--- src/core/iwl_params.svh ---
// Purpose: constants of the interprocessor word link
// Assumes: included by bare name from the link design files
// Notes:   device codes sit in the low six address bits
`ifndef IWL_PARAMS_SVH
`define IWL_PARAMS_SVH

// ********************************************************
// bus address layout
// ********************************************************
`define IWL_ADDR_W       9
`define IWL_CODE_MSB     5
`define IWL_FN_MSB       7
`define IWL_FN_LSB       6
`define IWL_NIO_BIT      8

// ********************************************************
// device codes and local register codes
// ********************************************************
`define IWL_CODE_RX      6'h20
`define IWL_CODE_TX      6'h21
`define IWL_CODE_HD      6'h1E
`define IWL_CODE_FLAGS   6'h3C
`define IWL_CODE_EVSTAT  6'h3D
`define IWL_CODE_EVEN    6'h3E
`define IWL_CODE_PMASK   6'h3F

// ********************************************************
// field positions and reset values
// ********************************************************
`define IWL_PMASK_DUPLEX 8
`define IWL_PMASK_HALF   6
`define IWL_EV_RX        0
`define IWL_EV_TX        1
`define IWL_EV_HD        2
`define IWL_EV_W         3
`define IWL_BUF_RX       1'h0
`define IWL_BUF_HD       1'h1
`define IWL_PMASK_RST    16'h0000
`define IWL_EVEN_RST     3'h0
`define IWL_WORD_RST     16'h0000

`endif

--- src/core/iwl_pkg.sv ---
// Purpose: types of the interprocessor word link
// Assumes: nothing imported; users write iwl_pkg::name
// Notes:   one packed struct carries all state of the top module outside its word store
package iwl_pkg;

   // flag function carried with every port command
   typedef enum logic [1:0] {
      FN_NONE  = 2'h0,
      FN_START = 2'h1,
      FN_CLEAR = 2'h2,
      FN_PULSE = 2'h3
   } iwl_func_t;

   // state of the link board apart from the word buffers and read register
   typedef struct packed {
      logic        rx_busy;
      logic        rx_done;
      logic        tx_busy;
      logic        tx_done;
      logic        hd_busy;
      logic        hd_done;
      logic [2:0]  ev_stat;
      logic [2:0]  ev_en;
      logic [15:0] pmask;
      logic        lnk_release;
      logic        lnk_tx_start;
      logic        lnk_word_valid;
      logic        lnk_word_hd;
      logic [15:0] lnk_word;
      logic        lnk_hd_start;
      logic        lnk_hd_clear;
      logic        lnk_hd_pulse;
      logic        rx_req;
      logic        tx_req;
      logic        hd_req;
      logic        irq;
      logic [1:0]  tie_sync;
   } iwl_state_t;

endpackage

--- src/core/iwl_word_store.sv ---
// Purpose: word buffers of the link with a registered read port
// Assumes: one clock, synchronous active high reset
// Notes:   port b wins when both ports write the same word;
//          the read register also carries non-buffer read data
module iwl_word_store #(
   parameter int DEPTH = 2,
   parameter int WIDTH = 16,
   parameter int AW    = 1
) (
   // clock and reset
   input  wire logic             clk,
   input  wire logic             rst,
   // write port a
   input  wire logic             a_we,
   input  wire logic [AW-1:0]    a_addr,
   input  wire logic [WIDTH-1:0] a_data,
   // write port b
   input  wire logic             b_we,
   input  wire logic [AW-1:0]    b_addr,
   input  wire logic [WIDTH-1:0] b_data,
   // read port
   input  wire logic [AW-1:0]    rd_addr,
   input  wire logic             bypass_sel,
   input  wire logic [WIDTH-1:0] bypass_data,
   output logic      [WIDTH-1:0] q
);

   logic [DEPTH-1:0][WIDTH-1:0] words;

   // one register per word, whole word replaced on a write
   for (genvar i = 0; i < DEPTH; i++) begin : g_word
      always_ff @(posedge clk) begin
         if (rst) begin
            words[i] <= '0;
         end else if (b_we && b_addr == AW'(i)) begin
            words[i] <= b_data;
         end else if (a_we && a_addr == AW'(i)) begin
            words[i] <= a_data;
         end
      end
   end

   // registered read, buffer contents untouched by it
   always_ff @(posedge clk) begin
      if (rst) begin
         q <= '0;
      end else if (bypass_sel) begin
         q <= bypass_data;
      end else begin
         q <= words[rd_addr];
      end
   end

endmodule

--- src/core/iwl_link.sv ---
// Purpose: flag and buffer logic of one board of a two-processor
//          word link, full-duplex pair plus shared half-duplex port
// Assumes: the peer board runs on the same clock; address bits
//          hold device code, flag function and a no-transfer bit
// Notes:   flag commands to the peer travel as one-cycle pulses
//
// Behaviour
// - sent word latched in peer receive buffer
// - sender done waits for receiver read
// - receive start sets busy, may release peer
// - receive clear zeroes flags, releases peer sender
// - pulse function on duplex ports does nothing
// - transmit start marks waiting peer receiver done
// - transmit clear zeroes local transmit flags only
// - receive done rises once peer transmits
// - data read returns buffer, flags after
// - data write replaces whole peer receive word
// - device codes 40, 41 octal, mask bit 8
// - one shared buffer for half-duplex port
// - half-duplex start grants busy to exactly one
// - half-duplex clear and pulse touch both boards
`include "iwl_params.svh"

module iwl_link (
   // clock and reset
   input  wire logic                   clk,
   input  wire logic                   rst,
   // register port of the local processor
   input  wire logic [`IWL_ADDR_W-1:0] bus_addr,
   input  wire logic [15:0]            bus_wdata,
   input  wire logic                   bus_wr,
   input  wire logic                   bus_rd,
   output logic      [15:0]            bus_rdata,
   // flags and commands arriving from the peer board
   input  wire logic                   peer_tx_busy,
   input  wire logic                   peer_hd_busy,
   input  wire logic                   peer_release,
   input  wire logic                   peer_tx_start,
   input  wire logic                   peer_word_valid,
   input  wire logic                   peer_word_hd,
   input  wire logic [15:0]            peer_word,
   input  wire logic                   peer_hd_start,
   input  wire logic                   peer_hd_clear,
   input  wire logic                   peer_hd_pulse,
   // cable strap deciding a simultaneous half-duplex start
   input  wire logic                   hd_tie_win,
   // flags and commands sent to the peer board
   output logic                        lnk_tx_busy,
   output logic                        lnk_hd_busy,
   output logic                        lnk_release,
   output logic                        lnk_tx_start,
   output logic                        lnk_word_valid,
   output logic                        lnk_word_hd,
   output logic      [15:0]            lnk_word,
   output logic                        lnk_hd_start,
   output logic                        lnk_hd_clear,
   output logic                        lnk_hd_pulse,
   // interrupt requests to the local processor
   output logic                        rx_req,
   output logic                        tx_req,
   output logic                        hd_req,
   output logic                        irq
);

   // ********************************************************
   // decode
   // ********************************************************

   iwl_pkg::iwl_state_t s;
   iwl_pkg::iwl_state_t next_s;

   // true when the address carries the given device code
   function automatic logic code_is(
      input logic [`IWL_ADDR_W-1:0] addr,
      input logic [5:0]             code
   );
      code_is = (addr[`IWL_CODE_MSB:0] == code);
   endfunction

   iwl_pkg::iwl_func_t fn;
   logic               nio;
   logic               any_cmd;
   logic               rx_cmd;
   logic               tx_cmd;
   logic               hd_cmd;
   logic               tx_data_wr;
   logic               hd_data_wr;
   logic               rx_data_rd;
   logic               hd_data_rd;
   logic               hd_flag_clr;
   logic               mem_sel;
   logic [15:0]        byp_data;
   logic [2:0]         ev_rise;
   logic               tie_win;

   // command classes from strobes and address fields
   assign fn = iwl_pkg::iwl_func_t'(bus_addr[`IWL_FN_MSB:`IWL_FN_LSB]);
   assign nio = bus_addr[`IWL_NIO_BIT];
   assign any_cmd = bus_wr | (bus_rd & ~nio);
   assign rx_cmd = any_cmd & code_is(bus_addr, `IWL_CODE_RX);
   assign tx_cmd = any_cmd & code_is(bus_addr, `IWL_CODE_TX);
   assign hd_cmd = any_cmd & code_is(bus_addr, `IWL_CODE_HD);
   assign tx_data_wr = bus_wr & ~nio & code_is(bus_addr, `IWL_CODE_TX);
   assign hd_data_wr = bus_wr & ~nio & code_is(bus_addr, `IWL_CODE_HD);
   assign rx_data_rd = bus_rd & ~nio & code_is(bus_addr, `IWL_CODE_RX);
   assign hd_data_rd = bus_rd & ~nio & code_is(bus_addr, `IWL_CODE_HD);
   assign hd_flag_clr = bus_rd & nio & code_is(bus_addr, `IWL_CODE_HD);
   assign mem_sel = rx_data_rd | hd_data_rd;
   assign tie_win = s.tie_sync[1];

   // ********************************************************
   // register read data for non-buffer reads
   // ********************************************************

   // flag status and local registers, zero for anything else
   always_comb begin
      byp_data = 16'h0000;
      if (bus_rd && code_is(bus_addr, `IWL_CODE_FLAGS)) begin
         byp_data = {10'h000, s.hd_busy, s.hd_done, s.tx_busy,
                     s.tx_done, s.rx_busy, s.rx_done};
      end else if (bus_rd && code_is(bus_addr, `IWL_CODE_EVSTAT)) begin
         byp_data = {13'h0000, s.ev_stat};
      end else if (bus_rd && code_is(bus_addr, `IWL_CODE_EVEN)) begin
         byp_data = {13'h0000, s.ev_en};
      end else if (bus_rd && code_is(bus_addr, `IWL_CODE_PMASK)) begin
         byp_data = s.pmask;
      end
   end

   // ********************************************************
   // word buffers
   // ********************************************************

   // receive word and the one shared half-duplex word
   iwl_word_store #(
      .DEPTH (2),
      .WIDTH (16),
      .AW    (1)
   ) u_store (
      .clk         (clk),
      .rst         (rst),
      .a_we        (hd_data_wr),
      .a_addr      (`IWL_BUF_HD),
      .a_data      (bus_wdata),
      .b_we        (peer_word_valid),
      .b_addr      (peer_word_hd),
      .b_data      (peer_word),
      .rd_addr     (hd_data_rd ? `IWL_BUF_HD : `IWL_BUF_RX),
      .bypass_sel  (~mem_sel),
      .bypass_data (byp_data),
      .q           (bus_rdata)
   );

   // ********************************************************
   // next state
   // ********************************************************

   // peer effects first, then local commands on prior flags
   always_comb begin
      next_s = s;
      next_s.lnk_release = 1'b0;
      next_s.lnk_tx_start = 1'b0;
      next_s.lnk_word_valid = 1'b0;
      next_s.lnk_hd_start = 1'b0;
      next_s.lnk_hd_clear = 1'b0;
      next_s.lnk_hd_pulse = 1'b0;
      next_s.tie_sync = {s.tie_sync[0], hd_tie_win};

      // peer commands
      if (peer_release) begin
         next_s.tx_done = s.tx_busy;
         next_s.tx_busy = 1'b0;
      end
      if (peer_tx_start && s.rx_busy) begin
         next_s.rx_done = 1'b1;
      end
      if (peer_hd_clear) begin
         next_s.hd_busy = 1'b0;
      end
      if (peer_hd_pulse) begin
         next_s.hd_done = 1'b1;
      end

      // half-duplex grant waits until both start pulses have crossed
      if (s.lnk_hd_start && !peer_hd_busy
          && !(peer_hd_start && !tie_win)) begin
         next_s.hd_busy = 1'b1;
      end

      // receive port flag function
      if (rx_cmd) begin
         case (fn)
            iwl_pkg::FN_START: begin
               next_s.rx_busy = 1'b1;
               next_s.rx_done = (peer_tx_busy | peer_tx_start)
                                & ~s.rx_busy;
               next_s.lnk_release = s.rx_busy;
            end
            iwl_pkg::FN_CLEAR: begin
               next_s.rx_busy = 1'b0;
               next_s.rx_done = 1'b0;
               next_s.lnk_release = 1'b1;
            end
            iwl_pkg::FN_PULSE: begin
               next_s.rx_busy = s.rx_busy;
            end
            default: begin
               next_s.rx_busy = next_s.rx_busy;
            end
         endcase
      end

      // transmit port data and flag function
      if (tx_data_wr) begin
         next_s.lnk_word = bus_wdata;
         next_s.lnk_word_valid = 1'b1;
         next_s.lnk_word_hd = `IWL_BUF_RX;
      end
      if (tx_cmd) begin
         case (fn)
            iwl_pkg::FN_START: begin
               next_s.tx_busy = 1'b1;
               next_s.tx_done = 1'b0;
               next_s.lnk_tx_start = 1'b1;
            end
            iwl_pkg::FN_CLEAR: begin
               next_s.tx_busy = 1'b0;
               next_s.tx_done = 1'b0;
            end
            iwl_pkg::FN_PULSE: begin
               next_s.tx_busy = next_s.tx_busy;
            end
            default: begin
               next_s.tx_busy = next_s.tx_busy;
            end
         endcase
      end

      // half-duplex port data, flag function and flag clear
      if (hd_data_wr) begin
         next_s.lnk_word = bus_wdata;
         next_s.lnk_word_valid = 1'b1;
         next_s.lnk_word_hd = `IWL_BUF_HD;
      end
      if (hd_cmd) begin
         case (fn)
            iwl_pkg::FN_START: begin
               next_s.lnk_hd_start = 1'b1;
            end
            iwl_pkg::FN_CLEAR: begin
               next_s.hd_done = 1'b0;
               next_s.lnk_hd_clear = 1'b1;
            end
            iwl_pkg::FN_PULSE: begin
               next_s.hd_done = 1'b0;
               next_s.lnk_hd_pulse = 1'b1;
            end
            default: begin
               next_s.hd_done = next_s.hd_done;
            end
         endcase
      end
      if (hd_flag_clr) begin
         next_s.hd_busy = 1'b0;
         next_s.hd_done = 1'b0;
      end

      // local registers
      if (bus_wr && code_is(bus_addr, `IWL_CODE_EVSTAT)) begin
         next_s.ev_stat = s.ev_stat & ~bus_wdata[`IWL_EV_W-1:0];
      end
      if (bus_wr && code_is(bus_addr, `IWL_CODE_EVEN)) begin
         next_s.ev_en = bus_wdata[`IWL_EV_W-1:0];
      end
      if (bus_wr && code_is(bus_addr, `IWL_CODE_PMASK)) begin
         next_s.pmask = bus_wdata;
      end

      // done rising edges set sticky bits, set beats clear
      ev_rise = 3'h0;
      ev_rise[`IWL_EV_RX] = next_s.rx_done & ~s.rx_done;
      ev_rise[`IWL_EV_TX] = next_s.tx_done & ~s.tx_done;
      ev_rise[`IWL_EV_HD] = next_s.hd_done & ~s.hd_done;
      next_s.ev_stat = next_s.ev_stat | ev_rise;

      // requests follow done and the priority mask
      next_s.rx_req = next_s.rx_done
                      & ~next_s.pmask[`IWL_PMASK_DUPLEX];
      next_s.tx_req = next_s.tx_done
                      & ~next_s.pmask[`IWL_PMASK_DUPLEX];
      next_s.hd_req = next_s.hd_done & ~next_s.pmask[`IWL_PMASK_HALF];
      next_s.irq = |(next_s.ev_stat & next_s.ev_en);
   end

   // ********************************************************
   // state register
   // ********************************************************

   // single update of all flags keeps peer and local atomic
   always_ff @(posedge clk) begin
      if (rst) begin
         s <= '0;
         s.pmask <= `IWL_PMASK_RST;
         s.ev_en <= `IWL_EVEN_RST;
         s.lnk_word <= `IWL_WORD_RST;
      end else begin
         s <= next_s;
      end
   end

   // outputs straight from the state register
   assign lnk_tx_busy = s.tx_busy;
   assign lnk_hd_busy = s.hd_busy;
   assign lnk_release = s.lnk_release;
   assign lnk_tx_start = s.lnk_tx_start;
   assign lnk_word_valid = s.lnk_word_valid;
   assign lnk_word_hd = s.lnk_word_hd;
   assign lnk_word = s.lnk_word;
   assign lnk_hd_start = s.lnk_hd_start;
   assign lnk_hd_clear = s.lnk_hd_clear;
   assign lnk_hd_pulse = s.lnk_hd_pulse;
   assign rx_req = s.rx_req;
   assign tx_req = s.tx_req;
   assign hd_req = s.hd_req;
   assign irq = s.irq;

   // ********************************************************
   // checks
   // ********************************************************

   chk_rx_clear_release: assert property (
      @(posedge clk) disable iff (rst)
      rx_cmd && fn == iwl_pkg::FN_CLEAR
      |=> lnk_release && !s.rx_busy && !s.rx_done)
      else $error("receive clear did not release the peer");

   chk_rx_start_rearm: assert property (
      @(posedge clk) disable iff (rst)
      rx_cmd && fn == iwl_pkg::FN_START && s.rx_busy
      |=> lnk_release && s.rx_busy)
      else $error("receive restart did not release the peer");

   chk_rx_done_now: assert property (
      @(posedge clk) disable iff (rst)
      rx_cmd && fn == iwl_pkg::FN_START && !s.rx_busy && peer_tx_busy
      |=> s.rx_done ##1 s.rx_done || $past(bus_wr || bus_rd))
      else $error("receive done did not rise on start");

   chk_pulse_no_effect: assert property (
      @(posedge clk) disable iff (rst)
      rx_cmd && fn == iwl_pkg::FN_PULSE && !peer_tx_start
      && !peer_release
      |=> $stable({s.rx_busy, s.rx_done, s.tx_busy, s.tx_done}))
      else $error("pulse function changed a duplex flag");

   chk_tx_clear_local: assert property (
      @(posedge clk) disable iff (rst)
      tx_cmd && fn == iwl_pkg::FN_CLEAR
      |=> !s.tx_busy && !s.tx_done && !lnk_release && !lnk_tx_start)
      else $error("transmit clear misbehaved");

   chk_tx_word_send: assert property (
      @(posedge clk) disable iff (rst)
      tx_data_wr
      |=> lnk_word_valid && !lnk_word_hd && lnk_word == $past(bus_wdata))
      else $error("transmit word not sent whole");

   chk_peer_release: assert property (
      @(posedge clk) disable iff (rst)
      peer_release && !tx_cmd
      |=> !s.tx_busy && s.tx_done == $past(s.tx_busy))
      else $error("release did not complete the transmission");

   chk_rx_word_read: assert property (
      @(posedge clk) disable iff (rst)
      peer_word_valid && !peer_word_hd
      ##1 (rx_data_rd && !peer_word_valid)
      |=> bus_rdata == $past(peer_word, 2))
      else $error("received word not returned by read");

   chk_hd_grant: assert property (
      @(posedge clk) disable iff (rst)
      hd_cmd && fn == iwl_pkg::FN_START && peer_hd_busy && !s.hd_busy
      && !hd_flag_clr
      |=> lnk_hd_start ##1 (!s.hd_busy || !$past(peer_hd_busy)))
      else $error("half-duplex busy granted while peer busy");

   chk_port_request: assert property (
      @(posedge clk) disable iff (rst)
      rx_req == (s.rx_done && !s.pmask[`IWL_PMASK_DUPLEX])
      && hd_req == (s.hd_done && !s.pmask[`IWL_PMASK_HALF]))
      else $error("port request does not follow done and mask");

endmodule

--- config.mk ---
export PLATFORM = sky130hd
export DESIGN_NAME = iwl_link
export DESIGN_NICKNAME = d
export VERILOG_FILES = /design/src/core/iwl_pkg.sv /design/src/core/iwl_word_store.sv /design/src/core/iwl_link.sv
export VERILOG_INCLUDE_DIRS = /design/src /design/src/core
export SDC_FILE = /design/constraint.sdc
export NUM_CORES = 1
export LEC_CHECK = 0
export BUFFER_PORTS_ARGS = -buffer_cell sky130_fd_sc_hd__buf_2
export CELL_PAD_IN_SITES_DETAIL_PLACEMENT = 2
export CELL_PAD_IN_SITES_GLOBAL_PLACEMENT = 2
export CORE_MARGIN = 3
export CORE_UTILIZATION = 34
export CTS_CLUSTER_DIAMETER = 80
export DETAILED_ROUTE_END_ITERATION = 8
export PLACE_DENSITY = 0.79
export SETUP_SLACK_MARGIN = 0.02
export SYNTH_ARGS = -nofsm -noshare
export SYNTH_HDL_FRONTEND = slang
export SYNTH_SLANG_ARGS = --single-unit
--- constraint.sdc ---
create_clock -name clk -period 2.7 [get_ports clk]
set_clock_uncertainty 0.05 [all_clocks]
set_input_delay 0.54 -clock clk [delete_from_list [all_inputs] [get_ports clk]]
set_output_delay 0.54 -clock clk [all_outputs]
set_load 0.1 [all_outputs]
# --- Yosys cells after proc, flatten, opt, wreduce, memory -nomap -nowiden ---
# Index checks and enable logic that the tools add are counted.
op_classes:
  magnitude_cmp: 1
  eq_ne: 10
  mux: 33
  bitwise_logic: 36
  n_reduce_logical: 28
ops:
  columns: ["operator", "count"]
  rows:
  - ["$mux 16", 9]
  - ["$eq 6x6->1 const B", 6]
  - ["$mux 18", 2]
  - ["$and 1x1->1", 18]
  - ["$logic_and 1x1->1", 13]
  - ["$mux 1", 13]
  - ["$reduce_or 2->1", 6]
  - ["$not 1->1", 11]
  - ["$mux 9", 1]
  - ["$pmux 1 s2", 4]
  - ["$reduce_bool 2->1", 4]
  - ["$and 3x3->3", 2]
  - ["$eq 6x5->1 const B", 1]
  - ["$mux 3", 2]
  - ["$eq 2x2->1 const B", 2]
  - ["$mux 2", 2]
  - ["$logic_not 1->1", 3]
  - ["$not 3->3", 1]
  - ["$or 1x1->1", 3]
  - ["$or 3x3->3", 1]
  - ["$reduce_or 3->1", 1]
  - ["$eq 2x1->1 const B", 1]
  - ["$lt 1x2->1 const B", 1]
  - ["$reduce_and 2->1", 1]
totals:
  register_bits: 105
  out_inout_bits: 45

# --- Depth between registers and ports, before layout ---
logic_depth:
  word_depth: 10
  depth_mapped: 8
  ltp_nobuf: 7

# --- Cells and area by module ---
# Synthesis repeated with hierarchy kept, for this count alone.
hier_totals:
  cells_unflattened: 543
  hier_area_um2: 4911.0
modules_own_cells:
  columns: ["mod", "instances", "cells_each", "area_per_inst_um2", "seq_area_each_um2"]
  rows:
  - ["iwl_link", 1, 288, 2615.0, 1141.1]
  - ["iwl_word_store", 1, 255, 2296.0, 960.9]

# --- Worst setup path after synthesis ---
# OpenSTA, ideal clock, no wires.
synth_path:
  path_type: "input to register"
  from: "in bus_addr[0]"
  to: "reg, netlist name lnk_word[10]"
  setup_ns: 0.128
  t_arrival_ns: 1.768
  required_ns: 2.522
  slack_ns: 0.755
  path_stages: 8
  n_path_buf: 3
  cell_sequence: "buf_2 -> nor2b_1 -> and2_1 -> o21ai_1 -> buf_2 -> buf_4 -> mux2i_1 -> nor2_1"
synth_between:
  elab_chain_len: 3
  word_cells_on_any_way: 6
  classes_between: "2 x eq/ne; 1 x mux; 2 x bitwise; 1 x reduce/logical"
synth_lines:
  columns: ["element", "line_no", "source"]
  rows:
  - ["start, declared", "iwl_link.sv:29", "input wire logic [`IWL_ADDR_W-1:0] bus_addr,"]
  - ["$eq 6x5->1 / $eq 6x6->1 (equally long branches)", "iwl_link.sv:77", "code_is = (addr[`IWL_CODE_MSB:0] == code);"]
  - ["$and 1x1->1 (on tied branches)", "iwl_link.sv:104, iwl_link.sv:103", null]
  - ["$mux 18 / $reduce_bool 2->1 (equally long branches)", null, null]
# Several ways; a longest one is shown, not always the timed one.
# A chain may end at the register's enable or synchronous reset.

# --- Worst setup path after layout ---
layout_path:
  from: "in bus_addr[0]"
  to: "reg u_store.words[27] (netlist bit)"
layout_between:
  elab_chain_len: 3
layout_lines:
  columns: ["element", "line_no", "source"]
  rows:
  - ["$eq 6x5->1", "iwl_link.sv:77", null]
  - ["$and 1x1->1", "iwl_link.sv:104", "assign hd_data_wr = bus_wr & ~nio & code_is(bus_addr, `IWL_CODE_HD);"]
  - ["$reduce_bool 2->1 (no source line)", null, null]
  - ["end signal, assigned by index", "iwl_word_store.sv:36", "words[i] <= b_data;"]
  - ["end signal, assigned by index", "iwl_word_store.sv:38", "words[i] <= a_data;"]
  - ["end, declared", "iwl_word_store.sv:28", "logic [DEPTH-1:0][WIDTH-1:0] words;"]
# No other way between the ends.

==> reports/metrics.cfg <==
[routing]
firstDrtPassIters = 5
drc = 0
vias = 3685
wl_met1_mm = 6.231
routed-wl-met2_mm = 6.314
wire_per_inst_um = 18.75
finalWirelength_mm = 13.41
drt_first_iter_violations = 232
vias_per_cell = 5.154
antenna_left = 0
top_layer = met4
route.met3.wl_um = 578

[global_route]
grt_pass1_vias = 3985
grt_pass1_wl_mm = 21.99
antenna_found_initial = 0
overflow = 0
grtUsageTotal_pct = 19.78
grt_max_degree = 45

[clock_network]
cts_root_buffer = clkbuf_16
cts.clk_slew.worst_paths_ps = 70
cts_buffers = 9
cts.sinks = 105
cts_buffer_depth = 2
cts_setup_buffers = 0
hold_buffers = 0
clkLatencyLatePin_ps = 350
htreeDepth = 3
post_cts_resized = 0
cts_tree = yes

[worst_setup_path]
arrival_ps = 2310
worstPathMaxFanout = 17
required_ps = 2900
crit_path_start_kind = input pin
reg2reg_depth = 4
crit_start = bus_addr[0]
r2r-end = irq
worstSetupPathType = in -> reg
crit_path_end_kind = flip-flop
r2r_start = s[56]
r2r_slack_ps = 1340

[power]
worst_ir_drop_vdd_uv = 287.6
p_leak_uw = 0.002209
finalPower_uw = 3106
powerDensity_nw_per_um2 = 608.3

[logic_synthesis]
synth_top_family_by_area = simple AND/OR/NAND/NOR gates
yosysWarnings = 0
synth_area_leader_cell = dfxtp_1
synthXorXnorAreaFrac_pct = 0
syn-mean-instance-area_sq_um = 9.138
synth-edff-count = 0
yosysMostFrequentCell = dfxtp_1
synth.area.top_cells = dfxtp_1 49%, mux2i_1 8.6%, nand2_1 6.6%
synth_cell_types = 43
synth_nets = 529
syn_inst = 471
synth_adder_area_share_pct = 0.8721
synthFlopType = dfxtp_1
synth-compound-area-share_pct = 13.87
synth_top_area_share_pct = 48.84
async_reset_ff_share_pct = 0
synth_seq_cells = 105
yosys.area_share.simple_pct = 18.14
synth_commonest_cells = 105 x dfxtp_1, 76 x nand2_1, 60 x nor2_1
synth_area_sq_um = 4304
muxShareOfSynthArea_pct = 10.70
yosysSeqAreaShare_pct = 48.84

[sta]
timing.setup.tns_ps = 0
tightest_slew_ps = 723.5
rsz0062_at_grt = false
holdWs_ps = 361.1
slew_viol_final = 0
slew_headroom_pct = 51.77
clock.fmax_mhz = 474.3
finalHoldViolCount = 0
setup_viol = 0
fin_crit_sh_pct = 78.08
period_needed_ps = 2108

[place]
gp_congestion = 0.8090
portBuffers = 99
hpwl_mm = 9.954

[floorplan]
core_sq_um = 12210
rows = 40
die_area_sq_um = 14050
start_util_pct = 35.25
floorplan.die.height_um = 118.5
die_width_um = 118.5
io_pins = 100

[cells_and_area]
synthToLayoutAreaGrowth_pct = 18.60
n_antenna_cell = 0
n_fill_cell = 1369
multi_input_area_sq_um = 1879
final_nets = 600
regArea_sq_um = 2102
drive_gt1_share_pct = 24.86

[hold_path]
hold_end = next_s[1]
min-delay-start = hd_tie_win
whs_path_depth = 2
hold_class = in -> reg

[status]
status = completed

[job]
cap_violations = 0

cells in the final DEF (no fill, tap or decap), types with 7 or more instances in the layout:
cell type,n
nor2_1,60
a222oi_1,10
clkbuf_16,9
and3_1,7
nand2_1,76
a211oi_1,17
inv_1,9
mux2i_1,37
buf_4,10
nor2b_1,7
a21oi_1,41
dfxtp_1,105
buf_2,99
and2_1,7
cells by family (layout without fill, tap and decap cells):
logic type,after synthesis,count (layout)
and+or+nand+nor,174,174
buffers and inverters,59,135
adders and majority gates,3,3
DFF,105,105
muxes,42,42
AOI/OAI and AO/OA,88,88
report_power, final:
group / internal [uW] / leakage, uW / switching, uW
registers: 1580 / 0.000852 / 19.9
clock network: 681 / 0.000146 / 589
logic: 79.1 / 0.00121 / 153
total: 2340 / 0.00221 / 762
routing by layer:
metal / up-vias / GRT usage (%)
met5: - / 0
met4: 0 / 7.458
met3: 21 / 4.258
met2: 86 / 31.80
met1: 1824 / 26.11
li1: 1754 / -
stage by stage:
| stage | util (%) | cell area [sq um] | std cells | setup slack, ps |
|---|---|---|---|---|
| floorplan | - | 4304 | 471 | 754.7 |
| global placement | 39.44 | 4816 | 699 | 381.6 |
| detailed placement | 39.44 | 4816 | 699 | 243.3 |
| CTS | 41.80 | 5105 | 715 | 615.2 |
| global route | 41.80 | 5105 | 715 | 489.4 |
| finish | 41.80 | 5105 | 715 | 591.7 |
final cells by class:
cell class                      count  area share [%]
Clock inverter                      5          0.7108
Timing Repair Buffer              110           11.57
Tap cell                          168           4.118
Multi-Input combinational cell    307           36.81
Clock buffer                       11           4.951
Inverter                            9          0.6618
Sequential cell                   105           41.18
critical path: stages:
cell      delay [ps]
buf_2            170
nand4b_2         270
nor3b_4          420
and2_4           450
mux2i_1          160
a211oi_1         300
sequential cells by signal (all words and copies together), names as in the netlist:
name	cells
hd_req	1
irq	1
lnk_hd_busy	1
lnk_hd_clear	1
lnk_hd_pulse	1
lnk_hd_start	1
lnk_release	1
lnk_tx_busy	1
lnk_tx_start	1
lnk_word	16
lnk_word_hd	1
lnk_word_valid	1
next_s	1
rx_req	1
s	27
tx_req	1
u_store.q	16
u_store.words	32
worst max-delay path by stage:
stage / to / slack, ps / cells past startpoint
floorplan: lnk_word[10] / 750 / 8
global placement: u_store.q[14] / 380 / 7
detailed placement: u_store.words[27] / 240 / 6
CTS: u_store.words[27] / 620 / 6
global route: u_store.q[7] / 490 / 7
finish: u_store.words[27] / 590 / 6
Note: power is estimated with default switching activity, not from simulation.
